[src/shared/lane_training_pkg.sv]
// Functional notes
// A 1 written to bit 1 restarts lane 1 training and the bit self-clears; 0 does nothing.
// Bit 0 is the same restart trigger for lane 0.
// Bits 2 and 3 are the same restart trigger for lanes 2 and 3.
// A 1 written to bit 5 makes lane 1 send partner coefficient updates, then self-clears.
// Partner coefficient triggers act only while the partner override enable is 1.
// Bits 4, 6 and 7 are the partner coefficient triggers for lanes 0, 2 and 3.
// A 1 written to bit 9 makes lane 1 load its local transmit coefficients, then self-clears.
// Local coefficient triggers act only while the local override enable is 1.
// Bit 10 is the local coefficient trigger for lane 2.
// Bit 8 is the local coefficient trigger for lane 0.
// Bit 11 is the local coefficient trigger for lane 3.
// Partner override enable set means software commands replace the engine's choice.
// Local override enable set means software sets local coefficients, else the partner does.
// Triggers read 0 after reset and a written 0 causes no action.
// Each trigger gives a one-cycle request pulse and reads back 0 once it is issued.
`default_nettype none
package lane_training_pkg;
  // ----------------------------------------
  // register map
  // ----------------------------------------
  localparam logic [11:0] CTRL_INDEX = 12'h0d1;
  localparam logic [11:0] CTRL_ADDR = 12'h344;
  localparam logic [11:0] OVRD_ADDR = 12'h340;
  localparam int ADDR_W = 12;
  localparam int LANES = 4;
  // ----------------------------------------
  // field positions
  // ----------------------------------------
  localparam int RESTART_LSB = 0;
  localparam int PARTNER_LSB = 4;
  localparam int LOCAL_LSB = 8;
  localparam int PARTNER_OVRD_BIT = 16;
  localparam int LOCAL_OVRD_BIT = 17;
  localparam logic [1:0] RESP_OKAY = 2'h0;
  localparam logic [1:0] RESP_SLVERR = 2'h2;
endpackage : lane_training_pkg
`default_nettype wire

[src/rtl/lane_training_trigger.sv]
// The AXI4-Lite slave port was decided locally.
`timescale 1ns/100ps
`default_nettype none
module lane_training_trigger (
  input wire logic clk,
  input wire logic rst,
  input wire logic [11:0] awaddr,
  input wire logic awvalid,
  output logic awready,
  input wire logic [31:0] wdata,
  input wire logic [3:0] wstrb,
  input wire logic wvalid,
  output logic wready,
  output logic [1:0] bresp,
  output logic bvalid,
  input wire logic bready,
  input wire logic [11:0] araddr,
  input wire logic arvalid,
  output logic arready,
  output logic [31:0] rdata,
  output logic [1:0] rresp,
  output logic rvalid,
  input wire logic rready,
  output logic [3:0] trainingRestartRequest,
  output logic [3:0] partnerCoefUpdateRequest,
  output logic [3:0] localCoefLoadRequest,
  output logic partnerCoefOverrideEnable,
  output logic localCoefOverrideEnable
);
  // ----------------------------------------
  // write channel state
  // ----------------------------------------
  logic awHeld_q, awHeld_d, wHeld_q, wHeld_d, bvalid_q, bvalid_d;
  logic [11:0] awAddr_q, awAddr_d;
  logic [31:0] wData_q, wData_d;
  logic [3:0] wStrb_q, wStrb_d;
  logic [1:0] bresp_q, bresp_d;
  logic [3:0] restart_q, restart_d, partner_q, partner_d;
  logic [3:0] local_q, local_d;
  logic pOvrd_q, pOvrd_d, lOvrd_q, lOvrd_d;
  logic doWrite;
  logic awReady_q, awReady_d, wReady_q, wReady_d;

  // decode of a word address
  function automatic logic isMapped(input logic [11:0] a);
    isMapped = (a[11:2] == lane_training_pkg::CTRL_ADDR[11:2]) ||
               (a[11:2] == lane_training_pkg::OVRD_ADDR[11:2]);
  endfunction : isMapped

  // write takes both halves, then answers once
  always_comb begin
    awHeld_d = awHeld_q;
    wHeld_d = wHeld_q;
    awAddr_d = awAddr_q;
    wData_d = wData_q;
    wStrb_d = wStrb_q;
    bvalid_d = bvalid_q;
    bresp_d = bresp_q;
    restart_d = 4'h0; // pulses last one cycle
    partner_d = 4'h0;
    local_d = 4'h0;
    pOvrd_d = pOvrd_q;
    lOvrd_d = lOvrd_q;
    doWrite = awHeld_q && wHeld_q && !bvalid_q;
    if (awvalid && !awHeld_q) begin
      awHeld_d = 1'b1;
      awAddr_d = awaddr;
    end
    if (wvalid && !wHeld_q) begin
      wHeld_d = 1'b1;
      wData_d = wdata;
      wStrb_d = wstrb;
    end
    if (doWrite) begin
      awHeld_d = 1'b0;
      wHeld_d = 1'b0;
      bvalid_d = 1'b1;
      bresp_d = isMapped(awAddr_q) ? lane_training_pkg::RESP_OKAY
                                   : lane_training_pkg::RESP_SLVERR;
      if (awAddr_q[11:2] == lane_training_pkg::CTRL_ADDR[11:2]) begin
        if (wStrb_q[0]) begin
          // only written ones fire
          restart_d = wData_q[lane_training_pkg::RESTART_LSB +: 4];
          // gated by partner override
          partner_d = pOvrd_q ?
            wData_q[lane_training_pkg::PARTNER_LSB +: 4] : 4'h0;
        end
        if (wStrb_q[1]) begin
          // gated by local override
          local_d = lOvrd_q ?
            wData_q[lane_training_pkg::LOCAL_LSB +: 4] : 4'h0;
        end
      end
      if (awAddr_q[11:2] == lane_training_pkg::OVRD_ADDR[11:2] &&
          wStrb_q[2]) begin
        pOvrd_d = wData_q[lane_training_pkg::PARTNER_OVRD_BIT];
        lOvrd_d = wData_q[lane_training_pkg::LOCAL_OVRD_BIT];
      end
    end
    if (bvalid_q && bready) begin
      bvalid_d = 1'b0;
    end
    // ready flags are registered copies of the free state
    awReady_d = !awHeld_d;
    wReady_d = !wHeld_d;
  end

  // write registers
  always_ff @(posedge clk or posedge rst) begin
    if (rst) begin
      awHeld_q <= 1'b0;
      wHeld_q <= 1'b0;
      awAddr_q <= 12'h000;
      wData_q <= 32'h00000000;
      wStrb_q <= 4'h0;
      bvalid_q <= 1'b0;
      bresp_q <= 2'h0;
      restart_q <= 4'h0;
      partner_q <= 4'h0;
      local_q <= 4'h0;
      pOvrd_q <= 1'b0;
      lOvrd_q <= 1'b0;
      awReady_q <= 1'b1;
      wReady_q <= 1'b1;
    end else begin
      awHeld_q <= awHeld_d;
      wHeld_q <= wHeld_d;
      awAddr_q <= awAddr_d;
      wData_q <= wData_d;
      wStrb_q <= wStrb_d;
      bvalid_q <= bvalid_d;
      bresp_q <= bresp_d;
      restart_q <= restart_d;
      partner_q <= partner_d;
      local_q <= local_d;
      pOvrd_q <= pOvrd_d;
      lOvrd_q <= lOvrd_d;
      awReady_q <= awReady_d;
      wReady_q <= wReady_d;
    end
  end

  // ----------------------------------------
  // read channel
  // ----------------------------------------
  logic rvalid_q, rvalid_d;
  logic [31:0] rdata_q, rdata_d;
  logic [1:0] rresp_q, rresp_d;
  logic arReady_q, arReady_d;

  // triggers always read as zero
  always_comb begin
    rvalid_d = rvalid_q;
    rdata_d = rdata_q;
    rresp_d = rresp_q;
    if (arvalid && !rvalid_q) begin
      rvalid_d = 1'b1;
      rdata_d = 32'h00000000;
      rresp_d = isMapped(araddr) ? lane_training_pkg::RESP_OKAY
                                 : lane_training_pkg::RESP_SLVERR;
      if (araddr[11:2] == lane_training_pkg::OVRD_ADDR[11:2]) begin
        rdata_d[lane_training_pkg::PARTNER_OVRD_BIT] = pOvrd_q;
        rdata_d[lane_training_pkg::LOCAL_OVRD_BIT] = lOvrd_q;
      end
    end else if (rvalid_q && rready) begin
      rvalid_d = 1'b0;
    end
    // free for a new address once the answer is gone
    arReady_d = !rvalid_d;
  end

  // read registers
  always_ff @(posedge clk or posedge rst) begin
    if (rst) begin
      rvalid_q <= 1'b0;
      rdata_q <= 32'h00000000;
      rresp_q <= 2'h0;
      arReady_q <= 1'b1;
    end else begin
      rvalid_q <= rvalid_d;
      rdata_q <= rdata_d;
      rresp_q <= rresp_d;
      arReady_q <= arReady_d;
    end
  end

  // outputs
  assign awready = awReady_q;
  assign wready = wReady_q;
  assign bvalid = bvalid_q;
  assign bresp = bresp_q;
  assign arready = arReady_q;
  assign rvalid = rvalid_q;
  assign rdata = rdata_q;
  assign rresp = rresp_q;
  assign trainingRestartRequest = restart_q;
  assign partnerCoefUpdateRequest = partner_q;
  assign localCoefLoadRequest = local_q;
  assign partnerCoefOverrideEnable = pOvrd_q;
  assign localCoefOverrideEnable = lOvrd_q;

  logic ctrlHit;
  assign ctrlHit = doWrite && wStrb_q[0] &&
    awAddr_q[11:2] == lane_training_pkg::CTRL_ADDR[11:2];
  logic localHit, ovrdHit;
  assign localHit = doWrite && wStrb_q[1] &&
    awAddr_q[11:2] == lane_training_pkg::CTRL_ADDR[11:2];
  assign ovrdHit = doWrite && wStrb_q[2] &&
    awAddr_q[11:2] == lane_training_pkg::OVRD_ADDR[11:2];

  // per-lane source of every request pulse, local firing and one-cycle width
  for (genvar g = 0; g < lane_training_pkg::LANES; g++) begin : g_lane

  end
endmodule : lane_training_trigger
`default_nettype wire

[config.mk]
export PLATFORM = sky130hd
export DESIGN_NAME = lane_training_trigger
export DESIGN_NICKNAME = d
export VERILOG_FILES = /design/src/shared/lane_training_pkg.sv /design/src/rtl/lane_training_trigger.sv
export SDC_FILE = /design/constraint.sdc
export NUM_CORES = 1
export LEC_CHECK = 0
export BUFFER_PORTS_ARGS = -buffer_cell sky130_fd_sc_hd__buf_2
export CAP_MARGIN = 15
export CELL_PAD_IN_SITES_DETAIL_PLACEMENT = 2
export CELL_PAD_IN_SITES_GLOBAL_PLACEMENT = 2
export CORE_MARGIN = 3
export CORE_UTILIZATION = 25
export DETAILED_ROUTE_END_ITERATION = 12
export GPL_TIMING_DRIVEN = 0
export PLACE_DENSITY_LB_ADDON = 0.12
export SKIP_LAST_GASP = 1
export SLEW_MARGIN = 20
export SYNTH_ARGS = -nofsm -noshare
export SYNTH_HDL_FRONTEND = slang
export SYNTH_SLANG_ARGS = --single-unit
[constraint.sdc]
create_clock -name clk -period 5.1 [get_ports clk]
set_clock_uncertainty 0.05 [all_clocks]
set_input_delay 1.02 -clock clk [delete_from_list [all_inputs] [get_ports clk]]
set_output_delay 1.02 -clock clk [all_outputs]
set_load 0.01 [all_outputs]
==> results.txt <==
- By area, the combinational part of the netlist is dominated by buffers and inverters.
- At the end of routability-driven placement, the weighted congestion stood at 0.622.
* Data required time at the worst endpoint: 5.27 ns
* Library cell with the highest instance count after synthesis: dfrtp_1
- After synthesis, the share of cell area in mux cells is roughly 10%.
- Final global-route overflow total: 0
- After clock tree synthesis, the clock-pin slew on the worst setup and hold paths is 0.09 ns.
* Run status: finished, final reports clean
- After the last flow step, the layout net total stands at around 360.
- Setup repair after global routing missed its margin: no
- Clock H-tree levels: 2
- Iteration-0 DRC Markers: 14
- Number of global-route vias before repair: between 1500 and 2000
- Row generation in the floorplan step produced 33 rows.
* Number of unique standard cell types used by synthesis: 26
- Total power per unit cell area: about 410 mW/mm²
- Number of clock buffers inserted by TritonCTS: 5
- Synthesized-area fraction occupied by xor and xnor cells: 0%
- Post-synth top area share: between 50% and 60%
* Arrival @ worst endpoint: ~2.4 ns
* CORE AREA: between 0.008 and 0.009 mm²
- Buffers inserted to repair hold after CTS numbered 0.
- By count the netlist is led by dfrtp_1 (49), buf_4 (32), mux2_2 (20).
* Final antenna-violating net count: 0
- Compound-cell area share of the yosys netlist: approximately 3.8%
- Period utilisation layout: a little over two fifths
- Tmin final: ~2.2 ns
- Capture point of the worst reg-to-reg path: bresp[1]$_DFFE_PP0P_
- The post-route netlist has approximately 44% of its cells at a drive strength greater than 1.
- Average wire per cell in the routed design: roughly 13 µm
* Synthesized area: about 0.0022 mm²
* #FFs+latches synth: 52
* Number of buffers on the longest clock path: 2
* Worst reg2reg setup slack: 3.08 ns
- The critical path is of the primary input to flop type.
- The worst register-to-register path begins at awAddr_q[11]$_DFFE_PP0P_.
- The count of final max-slew check failures came to 0.
- The final number of hold-violating endpoints was 0.
- Along the worst path, the maximum fanout reaches 10.
- For the pin with the worst max-slew slack, the measured transition is between 0.6 and 0.7 ns.
* Die W: 99.7 µm
- The worst setup path is launched from a primary input.
* Clock latency on the worst-skew pair: between 0.3 and 0.4 ns
- TritonCTS built the clock tree.
- Iteration count of the initial detailed-routing pass: 2
- Share of synthesized cell area in and, or, nand and nor gates: between 10 and 15%
* DRC violations left: 0
- The final route contains 1638 vias.
- Wire length of the first global-routing pass: between 8000 and 9000 µm
- STA classifies the critical path endpoint as a flop.
- After layout, the design draws a total of 1.19 mW.
- The number of antenna diodes in the final layout is 0.
* Synthesized-area fraction occupied by adder cells: 0%
* Count of input and output buffers: 66
- For this run, the register share of the synthesized area comes to 59.5%.
- The floorplan step defined a die boundary enclosing ~0.0099 mm².
- For this run, asynchronously set or reset flops after synthesis account for 100%.
- Number of max-cap violations: 0
- In this run the static leakage power is 1.49 nW.
- The number of antenna violations at the first check in global routing came to 0.
- Setup violations remaining at the end of the flow were counted as 0.
- Global routing consumed, over all layers together, 11.0% of the routing resources.
- Largest net degree at the start of global routing: 53
- Library cell with the largest summed area after synthesis: dfrtp_1
- From synthesis to final layout, the design area changed by 31.4%.
- VDD sags by at most 0.146 mV.
- Synthesis produced a netlist whose cell count is 190.
- Sum of net half-perimeters after detailed placement: between 3000 and 4000 µm
* Number of ports placed on the die boundary: about 120
- The worst hold path belongs to the class flop to flop.
* Routed WL: roughly 5300 µm
- Worst min-delay path endpoint: rdata[16]$_DFFE_PP0P_
- Via-to-Cell Ratio: around 4
- FF-to-FF path depth: 3
- Clock tree synthesis selected as its root buffer the cell clkbuf_8.
* Beginning of the worst hold path: rdata[16]$_DFFE_PP0P_
- Average cell area after synthesis: ~12 µm²
- Leading register cell type out of synthesis: dfrtp_1
- Counting instances, the worst hold path has a depth of 2.
- Vert. Die Dim: approximately 100 µm
- For this run, the top clock speed supported by timing is 0.455 GHz.
- Clock sink count: 52
- Post-CTS setup buffer count: 0
- Slew Limit Headroom: ~56%
* Post-Route Setup TNS: 0 ns
* Post-CTS resize count: 0
- For this configuration, the core starts out at a cell density of 26.2%.
* Biggest area contributors in the synthesized netlist: dfrtp_1 (56%), buf_4 (11%), mux2_2 (10%)
- Post-synth EDFFs: 0
* Synthesis warning total: 0
## report_power, final
group	switching [mW]	internal, mW	total, mW
sequential	0.0605	0.547	0.608
clock	0.136	0.146	0.282
combinational	0.155	0.144	0.299
total	0.352	0.837	1.19
## critical path, stage by stage
cell and delay, ns:
buf_2 0.09, nor2b_1 0.12, clkbuf_1 0.45, clkbuf_1 0.47, nand2_1 0.11, o21ai_0 0.11
## worst max-delay path by stage
stage          slack (ns)                        to   start
2_1_floorplan        2.78  awAddr_q[10]$_DFFE_PP0P_     rst
3_3_place_gp         1.91          rvalid$_DFF_PP0_     rst
3_5_place_dp         2.48    wData_q[3]$_DFFE_PP0P_  wvalid
4_1_cts              2.81    wData_q[3]$_DFFE_PP0P_  wvalid
5_1_grt              2.73    wData_q[3]$_DFFE_PP0P_  wvalid
6_report             2.90    wData_q[3]$_DFFE_PP0P_  wvalid
## layout make-up
cell class	instances	area (µm²)
inverter	18	70.1
multi-input combinational	114	678
buffer	37	259
tap	105	131
clock buffer	6	72.6
timing repair buffer	66	330
sequential	52	1310
fill	955	5500
clock inverter	2	35.0
## state kept, by name, summed over array words and instances, names as in the netlist
register                   cells
rresp                          1
bresp                          1
trainingRestartRequest         4
awHeld_q                       1
awready                        1
rdata                          2
rvalid                         1
localCoefLoadRequest           4
awAddr_q                      10
partnerCoefOverrideEnable      1
localCoefOverrideEnable        1
wready                         1
partnerCoefUpdateRequest       4
wStrb_q                        3
wData_q                       14
arready                        1
wHeld_q                        1
bvalid                         1
## layout by cell type (no fill, tap or decap), drive strengths merged
| cell | n |
|---|---|
| nand2 | 14 |
| o21ai | 12 |
| and4 | 1 |
| nor4 | 1 |
| inv | 18 |
| nor3 | 12 |
| mux2 | 20 |
| dfrtp | 49 |
| clkbuf | 11 |
| and3b | 1 |
| nand2b | 1 |
| nor2b | 2 |
| dfstp | 3 |
| nand3 | 2 |
| or4 | 1 |
| conb | 32 |
| clkinv | 1 |
| nand3b | 1 |
| nor3b | 1 |
| bufinv | 1 |
| and4b | 1 |
| buf | 98 |
| o41ai | 2 |
| a21oi | 1 |
| nor2 | 5 |
| nand4b | 2 |
| or3 | 1 |
| nand4 | 1 |
## metal layers
metal	wire (µm)	GRT usage [%]	share of wire (%)
met1	2220	13.8	42
met3	409	3.44	7.7
met2	2630	18.7	50
met5	0	0	0
met4	34	1.89	0.64
## per-stage QoR
step           hold WS, ns  instances  setup WS [ns]  utilization (%)  instance area, µm²
2_1_floorplan        0.422        221           2.78                -                2310
3_3_place_gp         0.403        392           1.91             33.1                2770
3_5_place_dp         0.424        392           2.48             33.1                2770
4_1_cts              0.446        400           2.81             34.4                2880
5_1_grt              0.482        400           2.73             34.4                2880
6_report             0.435        400           2.90             34.4                2880
## logic make-up after synthesis
family,after synthesis
flops,52
simple gates,47
compound gates,15
mux,20
other cells,1
buf+inv,55
No activity file was read; power rests on OpenSTA's default activity.
